<file path="src/rtl/tps_pkg.sv">
// shared constants and types for the periodic split response block
package tps_pkg;
   localparam int CLK_NS = 40;
   localparam int MFRAME_NS = 125000;
   // longest time rounds down
   localparam int MFRAME_CYC = MFRAME_NS / CLK_NS;
   // end-of-frame point, measured back from the end of microframe 7
   localparam int EOF_LEAD_NS = 4000;
   localparam int EOF_CYC = MFRAME_CYC - EOF_LEAD_NS / CLK_NS;
   localparam int HOLD_BYTES = 2;
   localparam logic [2:0] INT_ABORT_MF = 3'h4;
   localparam logic [2:0] LAST_MF = 3'h7;
   localparam int NUM_ENT = 16;
   localparam int MAX_LAUNCH = 16;
   localparam int LEN_W = 10;
   localparam int TAG_W = 4;
   localparam int STRM_W = 3 + TAG_W + 8;

   typedef enum logic [2:0]
   {
      RSP_NYET = 3'b000,
      RSP_DATA0 = 3'b001,
      RSP_DATA1 = 3'b010,
      RSP_MDATA = 3'b011,
      RSP_ERR = 3'b100,
      RSP_ACK = 3'b101,
      RSP_NAK = 3'b110,
      RSP_STALL = 3'b111
   } tps_resp_t;

   typedef enum logic [1:0]
   {
      ST_IDLE = 2'b00,
      ST_ACTIVE = 2'b01,
      ST_ABORTED = 2'b10
   } tps_state_t;

   // microframe number arithmetic, wraps at eight
   function automatic logic [2:0] mfAdd(input logic [2:0] a,
                                        input logic [2:0] b);
      mfAdd = a + b;
   endfunction
endpackage

</file>
<file path="src/rtl/tps_ifs.sv">
// stream and microframe timer carriers between block modules
interface tps_strm_if #(parameter int W = 8);
   logic valid;
   logic ready;
   logic [W-1:0] data;
   modport src (output valid, output data, input ready);
   modport snk (input valid, input data, output ready);
endinterface

interface tps_tmr_if;
   logic newMf;
   logic eof;
   logic [2:0] mfNum;
   modport prov (output newMf, output eof, output mfNum);
   modport use_ (input newMf, input eof, input mfNum);
endinterface

</file>
<file path="src/rtl/tps_mframe_timer.sv">
// microframe and frame timer kept in step with high-speed sofs
module tps_mframe_timer
   import tps_pkg::*;
   #(parameter int PERIOD = MFRAME_CYC,
     parameter int EOF_AT = EOF_CYC)
   (
   input wire logic sys_clk,
   input wire logic rst,
   input wire logic hsSof,
   input wire logic hsFrameChg,
   tps_tmr_if.prov tmr
   );
   initial
   begin
      if (PERIOD < 8 || PERIOD > 4096 || EOF_AT >= PERIOD || EOF_AT < 1)
         $error("tps_mframe_timer: bad period");
   end

   logic [11:0] cnt_ff, nxt_cnt;
   logic [2:0] mf_ff, nxt_mf;
   logic newMf_ff, nxt_newMf;
   logic eof_ff, nxt_eof;

   always_comb
   begin
      nxt_cnt = cnt_ff + 12'h001;
      nxt_mf = mf_ff;
      nxt_newMf = 1'b0;
      nxt_eof = (mf_ff == LAST_MF) && (cnt_ff == 12'(EOF_AT));
      if (hsSof)
      begin
         // zeroth microframe when the frame number changes
         nxt_cnt = 12'h000;
         nxt_mf = hsFrameChg ? 3'h0 : mfAdd(mf_ff, 3'h1);
         nxt_newMf = 1'b1;
      end
      else if (cnt_ff == 12'(PERIOD - 1))
      begin
         // free-run across a missed sof
         nxt_cnt = 12'h000;
         nxt_mf = mfAdd(mf_ff, 3'h1);
         nxt_newMf = 1'b1;
      end
   end

   always_ff @(posedge sys_clk or posedge rst)
   begin
      if (rst)
      begin
         cnt_ff <= 12'h000;
         mf_ff <= 3'h0;
         newMf_ff <= 1'b0;
         eof_ff <= 1'b0;
      end
      else
      begin
         cnt_ff <= nxt_cnt;
         mf_ff <= nxt_mf;
         newMf_ff <= nxt_newMf;
         eof_ff <= nxt_eof;
      end
   end

   assign tmr.newMf = newMf_ff;
   assign tmr.mfNum = mf_ff;
   assign tmr.eof = eof_ff;
endmodule

</file>
<file path="src/rtl/tps_skid_buf.sv">
// two-entry buffer with valid and ready on both sides
module tps_skid_buf
   #(parameter int W = 8)
   (
   input wire logic sys_clk,
   input wire logic rst,
   tps_strm_if.snk inS,
   tps_strm_if.src outS
   );
   initial
   begin
      if (W < 1)
         $error("tps_skid_buf: bad width");
   end

   logic [W-1:0] mem_ff [2];
   logic [W-1:0] nxt_mem [2];
   logic rdIdx_ff, nxt_rdIdx;
   logic [1:0] cnt_ff, nxt_cnt;
   logic wrEn, rdEn;

   assign inS.ready = (cnt_ff != 2'h2);
   assign outS.valid = (cnt_ff != 2'h0);
   assign outS.data = mem_ff[rdIdx_ff];
   assign wrEn = inS.valid && inS.ready;
   assign rdEn = outS.valid && outS.ready;

   always_comb
   begin
      nxt_mem = mem_ff;
      if (wrEn)
         nxt_mem[rdIdx_ff ^ cnt_ff[0]] = inS.data;
      nxt_rdIdx = rdEn ? ~rdIdx_ff : rdIdx_ff;
      nxt_cnt = cnt_ff + {1'b0, wrEn} - {1'b0, rdEn};
   end

   always_ff @(posedge sys_clk or posedge rst)
   begin
      if (rst)
      begin
         mem_ff[0] <= '0;
         mem_ff[1] <= '0;
         rdIdx_ff <= 1'b0;
         cnt_ff <= 2'h0;
      end
      else
      begin
         mem_ff <= nxt_mem;
         rdIdx_ff <= nxt_rdIdx;
         cnt_ff <= nxt_cnt;
      end
   end
endmodule

</file>
<file path="src/rtl/tps_periodic_split_response.sv">
// periodic complete-split response and downstream abort logic
module tps_periodic_split_response
   import tps_pkg::*;
   #(parameter int ENTRIES = NUM_ENT,
     parameter int LAUNCH_MAX = MAX_LAUNCH,
     parameter int PERIOD = MFRAME_CYC,
     parameter int EOF_AT = EOF_CYC)
   (
   input wire logic sys_clk,
   input wire logic rst,
   input wire logic hsSof,
   input wire logic hsFrameChg,
   input wire logic csReq,
   input wire logic [TAG_W-1:0] csTag,
   output logic csAck,
   output tps_resp_t csCode,
   output logic [LEN_W-1:0] csLen,
   output logic launchOk,
   input wire logic dsStart,
   input wire logic [TAG_W-1:0] dsTag,
   input wire logic dsIsInt,
   input wire logic dsIsIn,
   input wire logic [2:0] dsSsMf,
   input wire logic dsTokenSent,
   input wire logic dsDataPhase,
   input wire logic dsHskStarted,
   input wire logic dsByteValid,
   input wire logic [7:0] dsByte,
   output logic dsByteReady,
   input wire logic dsEnd,
   input wire logic dsCrcOk,
   input wire logic dsDataPid,
   input wire logic [2:0] dsOutHsk,
   output logic abortReq,
   output logic skipToken,
   output logic withholdHsk,
   output logic stopOutBytes,
   output logic forceStuffErr,
   output logic rdValid,
   input wire logic rdReady,
   output logic [STRM_W-1:0] rdData
   );
   initial
   begin
      if (ENTRIES != (1 << TAG_W) || LAUNCH_MAX < 1 || LAUNCH_MAX > 31)
         $error("tps_periodic_split_response: bad parameters");
   end

   tps_tmr_if tmr ();
   tps_strm_if #(.W(STRM_W)) relS ();
   tps_strm_if #(.W(STRM_W)) outS ();

   tps_mframe_timer #(.PERIOD(PERIOD), .EOF_AT(EOF_AT)) uTimer
   (
      .sys_clk(sys_clk),
      .rst(rst),
      .hsSof(hsSof),
      .hsFrameChg(hsFrameChg),
      .tmr(tmr.prov)
   );

   tps_skid_buf #(.W(STRM_W)) uBuf
   (
      .sys_clk(sys_clk),
      .rst(rst),
      .inS(relS.snk),
      .outS(outS.src)
   );

   assign rdValid = outS.valid;
   assign rdData = outS.data;
   assign outS.ready = rdReady;

   tps_state_t state_ff, nxt_state;
   logic [TAG_W-1:0] curTag_ff, nxt_curTag;
   logic curInt_ff, nxt_curInt, curIn_ff, nxt_curIn;
   logic [2:0] curSsMf_ff, nxt_curSsMf;
   logic [7:0] hold0_ff, nxt_hold0, hold1_ff, nxt_hold1;
   logic [1:0] holdCnt_ff, nxt_holdCnt;
   logic [LEN_W-1:0] rxTot_ff, nxt_rxTot, mfLen_ff, nxt_mfLen;
   logic [4:0] launchCnt_ff, nxt_launchCnt;
   logic abTok_ff, nxt_abTok, abData_ff, nxt_abData;
   logic abHsk_ff, nxt_abHsk, abPulse_ff, nxt_abPulse;
   logic entValid_ff [ENTRIES], nxt_entValid [ENTRIES];
   tps_resp_t entCode_ff [ENTRIES], nxt_entCode [ENTRIES];
   logic [2:0] entMf_ff [ENTRIES], nxt_entMf [ENTRIES];
   logic [LEN_W-1:0] entLen_ff [ENTRIES], nxt_entLen [ENTRIES];
   logic csAck_ff, nxt_csAck;
   tps_resp_t csCode_ff, nxt_csCode;
   logic [LEN_W-1:0] csLen_ff, nxt_csLen;
   logic active, byteAcc, push, abortNow, hasFree;

   assign active = (state_ff == ST_ACTIVE);
   // aborted packets are drained and dropped
   assign dsByteReady = !active || holdCnt_ff != 2'h2 || relS.ready;
   assign byteAcc = dsByteValid && dsByteReady;
   // the two newest bytes are held back as possible crc
   assign push = active && byteAcc && holdCnt_ff == 2'h2;
   assign relS.valid = active && dsByteValid && holdCnt_ff == 2'h2;
   assign relS.data = {tmr.mfNum, curTag_ff, hold1_ff};
   assign abortNow = active && (tmr.eof
      || (curInt_ff && tmr.newMf
      && tmr.mfNum == mfAdd(curSsMf_ff, INT_ABORT_MF)));

   always_comb
   begin
      hasFree = 1'b0;
      for (int i = 0; i < ENTRIES; i++)
         hasFree = hasFree | !entValid_ff[i];
   end

   assign launchOk = (state_ff == ST_IDLE) && hasFree
      && launchCnt_ff < 5'(LAUNCH_MAX);

   always_comb
   begin
      nxt_state = state_ff;
      nxt_curTag = curTag_ff;
      nxt_curInt = curInt_ff;
      nxt_curIn = curIn_ff;
      nxt_curSsMf = curSsMf_ff;
      nxt_hold0 = hold0_ff;
      nxt_hold1 = hold1_ff;
      nxt_holdCnt = holdCnt_ff;
      nxt_rxTot = rxTot_ff;
      nxt_mfLen = tmr.newMf ? '0 : mfLen_ff;
      nxt_launchCnt = tmr.newMf ? 5'h00 : launchCnt_ff;
      nxt_abTok = abTok_ff;
      nxt_abData = abData_ff;
      nxt_abHsk = abHsk_ff;
      nxt_abPulse = 1'b0;
      nxt_entValid = entValid_ff;
      nxt_entCode = entCode_ff;
      nxt_entMf = entMf_ff;
      nxt_entLen = entLen_ff;
      if (tmr.newMf)
      begin
         for (int i = 0; i < ENTRIES; i++)
            if (entMf_ff[i] == mfAdd(tmr.mfNum, 3'h6))
               nxt_entValid[i] = 1'b0;
      end
      if (active && byteAcc)
      begin
         nxt_hold1 = hold0_ff;
         nxt_hold0 = dsByte;
         // saturates so a long packet with crc cannot wrap to few bytes
         if (rxTot_ff != '1)
            nxt_rxTot = rxTot_ff + 10'h001;
         if (holdCnt_ff != 2'h2)
            nxt_holdCnt = holdCnt_ff + 2'h1;
      end
      if (push)
         nxt_mfLen = nxt_mfLen + 10'h001;
      unique case (state_ff)
         ST_IDLE:
         begin
            if (dsStart && launchOk)
            begin
               nxt_state = ST_ACTIVE;
               nxt_curTag = dsTag;
               nxt_curInt = dsIsInt;
               nxt_curIn = dsIsIn;
               nxt_curSsMf = dsSsMf;
               nxt_holdCnt = 2'h0;
               nxt_rxTot = '0;
               nxt_mfLen = '0;
               nxt_launchCnt = nxt_launchCnt + 5'h01;
            end
         end
         ST_ACTIVE:
         begin
            if (abortNow)
            begin
               // no entry is written for this transaction
               nxt_state = dsEnd ? ST_IDLE : ST_ABORTED;
               nxt_abPulse = 1'b1;
               nxt_abTok = !dsTokenSent;
               nxt_abHsk = !dsHskStarted;
               nxt_abData = dsDataPhase;
            end
            else if (dsEnd)
            begin
               nxt_state = ST_IDLE;
               nxt_entValid[curTag_ff] = 1'b1;
               nxt_entMf[curTag_ff] = tmr.mfNum;
               nxt_entLen[curTag_ff] = mfLen_ff + {9'h000, push};
               if (!curIn_ff)
                  nxt_entCode[curTag_ff] = tps_resp_t'(dsOutHsk);
               else if (!dsCrcOk)
                  nxt_entCode[curTag_ff] = RSP_ERR;
               else if (curInt_ff && dsDataPid)
                  nxt_entCode[curTag_ff] = RSP_DATA1;
               else
                  nxt_entCode[curTag_ff] = RSP_DATA0;
            end
            else if (tmr.newMf && curIn_ff && rxTot_ff > 10'h002)
            begin
               // data of the closing microframe, minus held bytes
               // the tag's one entry is rewritten at each boundary crossed
               nxt_entValid[curTag_ff] = 1'b1;
               nxt_entCode[curTag_ff] = RSP_MDATA;
               nxt_entMf[curTag_ff] = mfAdd(tmr.mfNum, 3'h7);
               nxt_entLen[curTag_ff] = mfLen_ff;
            end
            // fewer bytes leave no entry, so the split sees NYET
         end
         ST_ABORTED:
         begin
            if (dsEnd)
               nxt_state = ST_IDLE;
         end
         default:
            nxt_state = ST_IDLE;
      endcase
   end

   // complete-split lookup, answered one cycle later
   always_comb
   begin
      nxt_csAck = csReq;
      nxt_csCode = csCode_ff;
      nxt_csLen = csLen_ff;
      if (csReq)
      begin
         nxt_csCode = entValid_ff[csTag] ? entCode_ff[csTag] : RSP_NYET;
         nxt_csLen = entValid_ff[csTag] ? entLen_ff[csTag] : '0;
      end
   end

   always_ff @(posedge sys_clk or posedge rst)
   begin
      if (rst)
      begin
         state_ff <= ST_IDLE;
         curTag_ff <= '0;
         curInt_ff <= 1'b0;
         curIn_ff <= 1'b0;
         curSsMf_ff <= 3'h0;
         hold0_ff <= 8'h00;
         hold1_ff <= 8'h00;
         holdCnt_ff <= 2'h0;
         rxTot_ff <= '0;
         mfLen_ff <= '0;
         launchCnt_ff <= 5'h00;
         abTok_ff <= 1'b0;
         abData_ff <= 1'b0;
         abHsk_ff <= 1'b0;
         abPulse_ff <= 1'b0;
         for (int i = 0; i < ENTRIES; i++)
         begin
            entValid_ff[i] <= 1'b0;
            entCode_ff[i] <= RSP_NYET;
            entMf_ff[i] <= 3'h0;
            entLen_ff[i] <= '0;
         end
         csAck_ff <= 1'b0;
         csCode_ff <= RSP_NYET;
         csLen_ff <= '0;
      end
      else
      begin
         state_ff <= nxt_state;
         curTag_ff <= nxt_curTag;
         curInt_ff <= nxt_curInt;
         curIn_ff <= nxt_curIn;
         curSsMf_ff <= nxt_curSsMf;
         hold0_ff <= nxt_hold0;
         hold1_ff <= nxt_hold1;
         holdCnt_ff <= nxt_holdCnt;
         rxTot_ff <= nxt_rxTot;
         mfLen_ff <= nxt_mfLen;
         launchCnt_ff <= nxt_launchCnt;
         abTok_ff <= nxt_abTok;
         abData_ff <= nxt_abData;
         abHsk_ff <= nxt_abHsk;
         abPulse_ff <= nxt_abPulse;
         entValid_ff <= nxt_entValid;
         entCode_ff <= nxt_entCode;
         entMf_ff <= nxt_entMf;
         entLen_ff <= nxt_entLen;
         csAck_ff <= nxt_csAck;
         csCode_ff <= nxt_csCode;
         csLen_ff <= nxt_csLen;
      end
   end

   assign csAck = csAck_ff;
   assign csCode = csCode_ff;
   assign csLen = csLen_ff;
   assign abortReq = abPulse_ff;
   // downstream abort actions while the aborted packet drains
   assign skipToken = (state_ff == ST_ABORTED) && abTok_ff;
   assign withholdHsk = (state_ff == ST_ABORTED) && curIn_ff
      && abHsk_ff;
   assign stopOutBytes = (state_ff == ST_ABORTED) && !curIn_ff;
   assign forceStuffErr = stopOutBytes && abData_ff;

   a_nyet_no_entry: assert property (@(posedge sys_clk) disable iff (rst)
      csReq && !entValid_ff[csTag] |=> csAck && csCode == RSP_NYET)
      else $error("missing entry not answered nyet");

   a_iso_data_zero: assert property (@(posedge sys_clk) disable iff (rst)
      active && dsEnd && !abortNow && curIn_ff && !curInt_ff && dsCrcOk
      |=> entCode_ff[$past(curTag_ff)] == RSP_DATA0)
      else $error("isochronous result not data0");

   a_bad_crc_err: assert property (@(posedge sys_clk) disable iff (rst)
      active && dsEnd && !abortNow && curIn_ff && !dsCrcOk
      |=> entCode_ff[$past(curTag_ff)] == RSP_ERR)
      else $error("bad crc not answered err");

   a_mdata_boundary: assert property (@(posedge sys_clk) disable iff (rst)
      active && tmr.newMf && !abortNow && !dsEnd && curIn_ff
      && rxTot_ff > 10'h002
      |=> entValid_ff[$past(curTag_ff)]
      && entLen_ff[$past(curTag_ff)] == $past(mfLen_ff))
      else $error("mdata entry wrong");

   a_crc_held_back: assert property (@(posedge sys_clk) disable iff (rst)
      active && byteAcc ##1 active && byteAcc |-> !relS.valid
      || $past(holdCnt_ff) != 2'h0)
      else $error("crc byte released too early");

   a_eof_abort: assert property (@(posedge sys_clk) disable iff (rst)
      active && tmr.eof && !dsEnd |=> state_ff == ST_ABORTED ##0 abortReq)
      else $error("eof did not abort");

   a_int_deadline: assert property (@(posedge sys_clk) disable iff (rst)
      active && curInt_ff && tmr.newMf && !dsEnd
      && tmr.mfNum == mfAdd(curSsMf_ff, INT_ABORT_MF)
      |=> state_ff == ST_ABORTED)
      else $error("interrupt deadline missed");

   a_abort_no_entry: assert property (@(posedge sys_clk) disable iff (rst)
      state_ff == ST_ABORTED && dsEnd && !tmr.newMf
      |=> entValid_ff[curTag_ff] == $past(entValid_ff[curTag_ff]))
      else $error("aborted transaction made an entry");

   a_launch_limit: assert property (@(posedge sys_clk) disable iff (rst)
      state_ff == ST_IDLE && !tmr.newMf && launchCnt_ff == 5'(LAUNCH_MAX)
      |=> state_ff == ST_IDLE)
      else $error("too many launches");

   a_free_old: assert property (@(posedge sys_clk) disable iff (rst)
      tmr.newMf && !active && entMf_ff[0] == mfAdd(tmr.mfNum, 3'h6)
      |=> !entValid_ff[0])
      else $error("old entry not freed");
endmodule

</file>
<file path="config.mk">
export PLATFORM = sky130hd
export DESIGN_NAME = tps_periodic_split_response
export DESIGN_NICKNAME = d
export VERILOG_FILES = /design/src/rtl/tps_pkg.sv /design/src/rtl/tps_ifs.sv /design/src/rtl/tps_mframe_timer.sv /design/src/rtl/tps_skid_buf.sv /design/src/rtl/tps_periodic_split_response.sv
export SDC_FILE = /design/constraint.sdc
export NUM_CORES = 1
export LEC_CHECK = 0
export ABC_AREA = 1
export BUFFER_PORTS_ARGS = -buffer_cell sky130_fd_sc_hd__buf_2
export CAP_MARGIN = 25
export CORE_MARGIN = 2
export CORE_UTILIZATION = 40
export CTS_CLUSTER_DIAMETER = 100
export DETAILED_ROUTE_END_ITERATION = 7
export PLACE_DENSITY_LB_ADDON = 0.08
export SYNTH_ARGS = -nofsm -noshare
export SYNTH_HDL_FRONTEND = slang
export SYNTH_SLANG_ARGS = --single-unit
</file>
<file path="constraint.sdc">
create_clock -name sys_clk -period 13.4 [get_ports sys_clk]
set_input_delay 1.34 -clock sys_clk [delete_from_list [all_inputs] [get_ports sys_clk]]
set_output_delay 1.34 -clock sys_clk [all_outputs]
set_load 0.01 [all_outputs]
</file>
=== Yosys cells after proc, flatten, opt, wreduce, memory -nomap -nowiden ===
Cells that the tools add are included.

* Logic and storage cells: 313
* Register bits: 394
* Output and inout bits: 37
* Bits of input ports: 38

* Add/sub/neg operators: 12
* Magnitude comparators: 8
* Bitwise logic cells: 35
* Reduce and logical (&&, ||, !) cells: 54
* Muxes and demuxes: 87
* Equality and inequality tests: 27

{| class="wikitable"
|+ Operators by type and width
! operator !! number
|-
| 2-to-1 mux 48 bit || 7
|-
| bitwise mux 160 bit || 2
|-
| 2-to-1 mux 160 bit || 2
|-
| bitwise mux 48 bit || 3
|-
| 2-to-1 mux 10 bit || 12
|-
| AND 32 bit || 3
|-
| NOT 32 bit || 3
|-
| 2-to-1 mux 16 bit || 5
|-
| bitwise OR 16 bit || 4
|-
| 2-to-1 mux 15 bit || 4
|-
| == test 3 bit || 17
|-
| binary-select mux 10 bit (select 4 bit) || 1
|-
| demux 10 bit (select 4 bit) || 1
|-
| bitwise OR 32 bit || 1
|-
| bitwise mux 30 bit || 1
|-
| == test 12 bit (second input constant) || 2
|-
| logical AND 1 bit || 24
|-
| 2-to-1 mux 12 bit || 2
|-
| 2-to-1 mux 1 bit || 23
|-
| 2-to-1 mux 3 bit || 7
|-
| adder 10 x 1 -> 10 bit (second input constant) || 2
|-
| logical NOT 1 bit || 20
|-
| AND 16 bit || 1
|-
| 2-to-1 mux 2 bit || 8
|-
| 38 further kinds || 68
|}

=== Depth between registers and ports, before layout ===
Gate-level depths: netlist (run 1).

* Depth after elaboration: 21
* Gate-level depth with buffers: 17
* Depth with buffers taken out: 15

=== Modules after synthesis ===
A second synthesis (run 1) with hierarchy kept.

* Cell total of the unflattened synthesis: 3034
* Area total of the unflattened synthesis: 21770.9 um^2

{| class="wikitable"
|+ By module, submodules not included
! module !! instances !! area each (um^2) !! cells each
|-
| tps_periodic_split_response || 1 || 19234.7 || 2718
|-
| tps_skid_buf || 1 || 1590.3 || 207
|-
| tps_mframe_timer || 1 || 945.9 || 109
|}

=== Worst setup path before layout (run 1) ===
Ideal clock, no wire load.

* Path type: in2reg
* Start point: input dsByteValid
* End point: register entLen_ff[128] (netlist bit)
* Arrival time: 3.293 ns
* Required time: 13.335 ns
* Setup slack: 10.042 ns
* Cell stages on the path: 14
* Cells stage by stage: inv_1 -> nor2_1 -> nand2_1 -> nor2_1 -> buf_2 -> ha_1 -> ha_1 -> nand2_1 -> nor2_1 -> nand4_1 -> xor2_1 -> clkbuf_1 -> nand2_1 -> nand2_1

* Longest elaborated chain between the ends: 6

{| class="wikitable"
|+ Ends and longest elaborated chain
! what !! RTL line !! source
|-
| start, declared || tps_periodic_split_response.sv:27 || <nowiki>input wire logic dsByteValid,</nowiki>
|-
| logical AND 1 bit || tps_periodic_split_response.sv:96 || <nowiki>assign byteAcc = dsByteValid && dsByteReady;</nowiki>
|-
| logical AND 1 bit (2 in a row) || tps_periodic_split_response.sv:98 || <nowiki>assign push = active && byteAcc && holdCnt_ff == 2'h2;</nowiki>
|-
| adder 10 x 1 -> 10 bit || tps_periodic_split_response.sv:186 || <nowiki>nxt_entLen[curTag_ff] = mfLen_ff + {9'h000, push};</nowiki>
|-
| bitwise mux 160 bit || tps_periodic_split_response.sv:186 ||
|-
| 2-to-1 mux 160 bit || tps_periodic_split_response.sv:181 || <nowiki>else if (dsEnd)</nowiki>
|-
| end signal, assigned || tps_periodic_split_response.sv:280 || <nowiki>entLen_ff <= nxt_entLen;</nowiki>
|-
| end, declared || tps_periodic_split_response.sv:87 || <nowiki>logic [LEN_W-1:0] entLen_ff [ENTRIES], nxt_entLen [ENTRIES];</nowiki>
|}

Every way passes these cells.
A chain may end at the register's enable or synchronous reset.

==> results of run 1 <==
per-layer routing:
metal  part of all wire  global-route usage  vias up
met5                  0                   0        -
met4              0.033              0.0913        0
met3              0.062              0.0369      140
met2               0.46               0.407      730
met1               0.45               0.356     9585
li1                   -                   -     9574
worst register-to-register path: cells and delay by family (launching register included):
kind / cells / cell delay (ns)
buffers and inverters: 3 / 1.34
AND/OR/NAND/NOR: 9 / 1.51
flip-flops: 1 / 0.53
layout make-up:
cell class                 instances  area share
clock inverter                    15     0.00845
inverter                         148      0.0233
sequential                       394       0.408
tap                              696      0.0361
clock buffer                      76      0.0620
antenna                            1    0.000104
timing repair buffer             116      0.0323
multi-input combinational       2239       0.429
logic make-up (layout without fill, tap and decap cells):
kind of cell             after synthesis  count (layout)
XOR/XNOR                              56              56
AO/OA/AOI/OAI                        317             317
other                                  0               1
AND/OR/NAND/NOR                     1850            1850
buffers and inverters                305             355
flip-flops                           394             394
adder cells (fa/ha/maj)               16              16
metrics by stage:
stage	std cells	setup slack (ns)	hold slack [ns]
after floorplan	2938	1.11	0.441
after global placement	3586	8.89	0.457
after detailed placement	3588	8.79	0.460
after CTS	3679	9.43	0.476
after global routing	3684	9.23	0.490
final	3685	9.35	0.474
power by group through the flow:
stage	combinational, mW	sequential (mW)	clock (mW)
finish	1.36	1.76	1.40
global route	1.53	1.80	1.48
detailed placement	1.34	1.77	0
CTS	1.35	1.75	1.42
global placement	1.32	1.76	0
floorplan	1.00	1.70	0
how the worst max path moves through the flow:
| stage | to | cells past startpoint | slack (ns) | start |
|---|---|---|---|---|
| 6_report | register | 10 | 9.35 | dsEnd |
| 5_1_grt | register | 10 | 9.23 | dsEnd |
| 4_1_cts | register | 10 | 9.43 | dsEnd |
| 3_5_place_dp | register | 10 | 8.79 | dsEnd |
| 3_3_place_gp | register | 10 | 8.89 | dsEnd |
| 2_1_floorplan | asynchronous set/reset pin | 1 | 1.11 | rst |
cell usage in the layout, fill, tap and decap left out, drive strengths merged:
| cell | Yosys | final |
|---|---|---|
| nor3b | 4 | 4 |
| clkinv | 2 | 9 |
| o22ai | 32 | 32 |
| nand3 | 185 | 185 |
| and2 | 1 | 1 |
| dfrtp | 394 | 394 |
| xor2 | 17 | 17 |
| nand2 | 1260 | 1260 |
| diode | 0 | 1 |
| nand4 | 140 | 140 |
| o211ai | 46 | 46 |
| nor2 | 238 | 238 |
| bufinv | 0 | 4 |
| buf | 76 | 116 |
| nor3 | 14 | 14 |
| or2 | 2 | 2 |
| nand3b | 3 | 3 |
| xnor2 | 39 | 39 |
| nor4 | 3 | 3 |
| a22oi | 16 | 16 |
| clkbuf | 81 | 76 |
| inv | 146 | 150 |
| o21ai | 163 | 163 |
| a21oi | 59 | 59 |
| o21bai | 1 | 1 |
| ha | 16 | 16 |
==> out/metrics.cfg, run 1 <==
[yosys]
synthFlopType = dfrtp_1
synth_common_cells = 1243 x nand2_1, 394 x dfrtp_1, 218 x nor2_1
synth_top_area_frac = 0.458
synth_xor_area_frac = 0.0231
ys_types = 39
postSynthAreaPerCell_um2 = 7.33
synthAdderAreaFrac = 0.00929
synth-simple-area-share = 0.366
synth_nets = 2992
synth_top_family_by_area = simple AND/OR/NAND/NOR gates
ys_seq_area_frac = 0.458
muxShareOfSynthArea = 0
synthesis.area_um2 = 21500
synthCells = 2938
synth-edff-count = 0
netlist_top_cells_area = dfrtp_1 46%, nand2_1 22%, nand3_1 4.3%, nand4_1 4.1%, nor2_1 3.8%
async_reset_ff_frac = 1.00
synth_largest_area_cell = dfrtp_1
synth_warnings = 0
synth.most_common_cell = nand2_1
ys_seq_elements = 394
synth_compound_area_frac = 0.0828

[worst_setup_path]
endpoint_kind = register
path_buf_inv = 5
r2r-end = entLen_ff[110]
crit_fanout = 51
worstReg2RegStart = uTimer.tmr.newMf
worstPathRequired_ns = 13.93
slowest_delay_ns = 0.69
rrSetupSlack_ns = 9.92
worstSetupPathType = in2reg
reg2regPathDepth = 12
crit_path_start_kind = input port
cp_slowest_cell = nor2_2
cp_common_cell = buf_4
arrival_ns = 4.58
cp_top_family = buffers and inverters
cp_cell_sequence = buf_2 > buf_4 > inv_2 > buf_4 > nor2_2 > a21oi_1 > buf_4 > a21oi_1 > nand4_1 > nand2_1

[finish]
finalInstanceArea_um2 = 24100
fill_cells = 5389
fin_nets = 3002
area_delta_synth_final_pct = 12.1
multi_input_area_um2 = 10400
drive_above_1_share = 0.0827
regArea_um2 = 9860
finish.utilization = 0.451

[placed_design]
dpl_cell_area_um2 = 22300
portBuffers = 74
dp_hpwl_mm = 45.1
gp_congestion = 0.884

[route]
drc = 0
drt_iter0_markers = 1775
via_count = 20000
dr.pass1.iters = 6
ant_nets = 0
avgRoutedWirePerCell_um = 19.4
vias_per_cell = 5.44
wl_mm = 71.5

[timing]
slew_viol_final = 0
slew_headroom = 0.273
rsz0062_at_grt = no
period_share = 0.302
fmax_mhz = 247
setup_tns_ns = 0
setup_violations = 0
tightestPinTransition_ns = 1.09
hold_violations = 0
fin_skew_ns = 0.0172
period_minus_slack_ns = 4.05

[grt]
grt_pass1_wl_mm = 112
grt_pass1_vias = 18900
grt_usage = 0.256
grt_max_degree = 143
antenna_found_initial = 0
grt_overflow = 0

[worst_hold_path]
min_from = csCode[2]
hold_class = reg2reg
whs_endpoint = csCode[2]
holdPathStages = 2

[die]
start_util = 0.403
die_area_um2 = 55700
core_um2 = 53500
die_x_um = 236
die_h_um = 236
num_rows = 85
io_pins = 75

[pwr]
p_leak_nw = 12.7
p_sw_frac = 0.376
peakVddDrop_v = 0.0000979
total_power_mw = 4.52
powerDensity_nw_per_um2 = 187
power.share.clock = 0.310
power.switching_mw = 1.70
p_int_mw = 2.82
power.share.combinational = 0.301
seqPwrFrac = 0.389

[cts]
numCtsBuffers = 49
cts_num_sinks = 394
clk_path_buf_depth = 3
clock-root-buffer = clkbuf_16
cts_hold_buffers = 0
cts_resized = 0
clkLatencyLatePin_ns = 0.61
h-tree-depth = 2
post_cts_buffers = 0
path_clk_slew_ns = 0.05
cts_tree = built

[run_status]
status = finished, final reports clean

[run]
maxCapViolations = 0

(Power assumes the default switching activity.)
==> run 2: changes to the inputs <==
ABC_AREA = 0   (was 1)
clock period = 3.4 ns   (was 13.4 ns; I/O delays follow)
==> run 2 against run 1 <==
Effect of this change:
- via count is 35% lower
- clock power rose to 3.6 times the previous value
- hold slack worse by 0.40 ns
==> out/metrics.cfg, run 2 <==
[finish]
diodes = 0  ; was 1
fin_nets = 1876  ; was 3002
mostFrequentLayoutCells = 394 x dfrtp_1, 362 x nand2_1, 220 x o21ai_0  ; was 1243 x nand2_1, 394 x dfrtp_1, 218 x nor2_1
finish.utilization = 0.467  ; was 0.451
mostFrequentLayoutCell = dfrtp_1  ; was nand2_1
fin_cells = 2457  ; was 3685
drive_above_1_share = 0.177  ; was 0.0827
finalInstanceArea_um2 = 21000  ; was 24100 µm²
area_delta_synth_final_pct = 15.8  ; was 12.1%
fill_cells = 4282  ; was 5389

[cts]
clk_path_buf_depth = 3  ; unchanged
post_cts_buffers = 0  ; unchanged
cts_num_sinks = 394  ; unchanged
path_clk_slew_ns = 0.06  ; was 0.05 ns
numCtsBuffers = 47  ; was 49
cts_tree = built  ; unchanged
cts_hold_buffers = 25  ; was 0
cts_resized = 0  ; unchanged
clock-root-buffer = clkbuf_16  ; unchanged
h-tree-depth = 2  ; unchanged
clkLatencyLatePin_ns = 0.57  ; was 0.61 ns

[die]
core_um2 = 45100  ; was 53500 µm²
io_pins = 75  ; unchanged
die_x_um = 217  ; was 236 µm
die_h_um = 217  ; was 236 µm
num_rows = 78  ; was 85
die_area_um2 = 47100  ; was 55700 µm²
start_util = 0.403  ; about the same

[grt]
grt_pass1_wl_mm = 79.4  ; was 112 mm
grt_use_met3 = 0.0307  ; was 0.0369
use_met2 = 0.340  ; was 0.407
antenna_found_initial = 0  ; unchanged
grt_max_degree = 138  ; was 143
busiest_layer = met2  ; unchanged
grt_overflow = 0  ; unchanged
grt_pass1_vias = 13100  ; was 18900
grtUsageMet1 = 0.321  ; was 0.356
grt_usage = 0.219  ; was 0.256

[pwr]
p_leak_nw = 9.48  ; was 12.7 nW
peakVddDrop_v = 0.000491  ; was 0.0000979 V
total_power_mw = 14.0  ; was 4.52 mW
powerDensity_nw_per_um2 = 663  ; was 187 nW/µm²

[worst_setup_path]
cp_cell_sequence = inv_1 > ha_1 > nand2b_1 > a41oi_2 > and3_1 > nand2_1 > o21ai_0  ; was buf_2 > buf_4 > inv_2 > buf_4 > nor2_2 > a21oi_1 > buf_4 > a21oi_1 > nand4_1 > nand2_1
crit_path_start_kind = register  ; was input port
endpoint_kind = register  ; unchanged
worstSetupPathType = reg2reg  ; was in2reg
slowest_delay_ns = 0.54  ; was 0.69 ns
cp_slowest_cell = a41oi_2  ; was nor2_2
crit_fanout = 16  ; was 51
worstPathRequired_ns = 3.87  ; was 13.93 ns
arrival_ns = 3.18  ; was 4.58 ns

[yosys]
synth_warnings = 0  ; unchanged
synth_common_cells = 394 x dfrtp_1, 362 x nand2_1, 221 x o21ai_0  ; was 1243 x nand2_1, 394 x dfrtp_1, 218 x nor2_1
ys_seq_area_frac = 0.543  ; was 0.458
postSynthAreaPerCell_um2 = 10.5  ; was 7.33 µm²
synth_largest_area_cell = dfrtp_1  ; unchanged
synth.most_common_cell = dfrtp_1  ; was nand2_1
synth_top_area_frac = 0.543  ; was 0.458
ys_types = 55  ; was 39
synthCells = 1738  ; was 2938
synthFlopType = dfrtp_1  ; unchanged
synthesis.area_um2 = 18200  ; was 21500 µm²
synth-edff-count = 0  ; unchanged
netlist_top_cells_area = dfrtp_1 54%, nand2_1 7.5%, mux4_2 6.7%, o21ai_0 6.1%, mux2_2 3.4%  ; was dfrtp_1 46%, nand2_1 22%, nand3_1 4.3%, nand4_1 4.1%, nor2_1 3.8%
async_reset_ff_frac = 1.00  ; unchanged
ys_seq_elements = 394  ; unchanged
synth_nets = 1792  ; was 2992

[timing]
slew_viol_final = 0  ; unchanged
setup_violations = 0  ; unchanged
fin_skew_ns = 0.0170  ; was 0.0172 ns
rsz0062_at_grt = no  ; unchanged
hold_violations = 0  ; unchanged
period_share = 0.798
fin_ws_ns = 0.687  ; was 9.35 ns
period_minus_slack_ns = 2.71
tightestPinTransition_ns = 0.957  ; was 1.09 ns
fmax_mhz = 369
slew_headroom = 0.362  ; was 0.273

[placed_design]
gp_congestion = 0.786  ; was 0.884
dpl_cell_area_um2 = 19300  ; was 22300 µm²
dp.cells = 2348  ; was 3588
place_ws_ns = 0.705  ; was 8.79 ns
portBuffers = 74  ; unchanged
dp_hpwl_mm = 30.6  ; was 45.1 mm

[route]
drc = 0  ; unchanged
avgRoutedWirePerCell_um = 20.2  ; was 19.4 µm
drt_iter0_markers = 734  ; was 1775
dr.pass1.iters = 4  ; was 6
via_count = 13000  ; was 20000
wl_mm = 49.6  ; was 71.5 mm
ant_nets = 0  ; unchanged
vias_per_cell = 5.31  ; was 5.44

[run_status]
status = finished, final reports clean  ; unchanged

[run]
maxCapViolations = 0  ; unchanged

[worst_hold_path]
hold_class = in2reg  ; was reg2reg

-- run 2: changes by cell type after synthesis, moves of 31 or more --
| cell | delta |
|---|---|
| o21ai_1 | +39 |
| mux4_2 | +54 |
| inv_1 | -118 |
| nor2_1 | -118 |
| nand4_1 | -107 |
| o21ai_0 | +77 |
| nand2_1 | -881 |
| a22oi_1 | +43 |
| o211ai_1 | -46 |
| mux2_2 | +55 |
| nand3_1 | -168 |
| o22ai_1 | -31 |
| a21oi_1 | -50 |
-- run 2: path summary, 6_finish.rpt --
kind	startpoint	endpoint	slack [ns]	cells after the start
setup / recovery	rxTot_ff[0]	entLen_ff[83]	0.69	7
hold / removal	dsStart	state_ff[0]	0.07	3
setup reg to reg	rxTot_ff[0]	entLen_ff[83]	0.69	7
hold reg to reg	hold0_ff[3]	hold1_ff[3]	0.47	2
max in group asynchronous	rst	entMf_ff[11]	1.93	4
min in group asynchronous	rst	entLen_ff[131]	0.29	3
-- run 2: layout make-up --
type / instances / area (µm²) / area share
Tap cell: 600 / 751 / 0.0357
Inverter: 21 / 82.6 / 0.00393
Multi-Input combinational cell: 1198 / 7640 / 0.363
Clock buffer: 74 / 1450 / 0.0689
Sequential cell: 394 / 9860 / 0.469
Timing Repair Buffer: 160 / 1170 / 0.0556
Clock inverter: 10 / 83.8 / 0.00399
-- run 2: critical path, delay by kind of cell (launching register included) --
family          cells  cell delay [ns]
buf+inv             1             0.07
simple gates        3             0.98
compound gates      2             0.93
fa+ha+maj           1             0.18
flops               1             0.44
-- run 2: through the flow --
| step | hold WS (ns) | TNS [ns] |
|---|---|---|
| after floorplan | 0.371 | -883.29 |
| after global placement | 0.333 | 0 |
| after detailed placement | 0.327 | 0 |
| after CTS | 0.0401 | 0 |
| after global routing | 0.0801 | 0 |
| final | 0.0717 | 0 |
-- run 2: logic make-up (layout without fill, tap and decap cells) --
group	Yosys count	after routing	synth area share
xor gates and xnor gates	77	77	0.0375
adders and majority gates	16	16	0.0110
AOI/OAI and AO/OA	388	388	0.124
muxes	117	117	0.105
buffers and inverters	146	265	0.0369
DFF	394	394	0.543
and+or+nand+nor	600	600	0.142
-- run 2: per-layer routing --
layer	vias to the layer above	share of wire
met3	67	0.042
li1	6214	-
met1	6497	0.48
met2	259	0.46
met5	-	0
met4	0	0.022
-- run 2: report_power, final --
part | internal, mW | switching [mW] | leakage, nW
logic | 1.19 | 1.66 | 3.37
registers | 5.51 | 0.612 | 5.36
clock network | 2.99 | 1.98 | 0.759
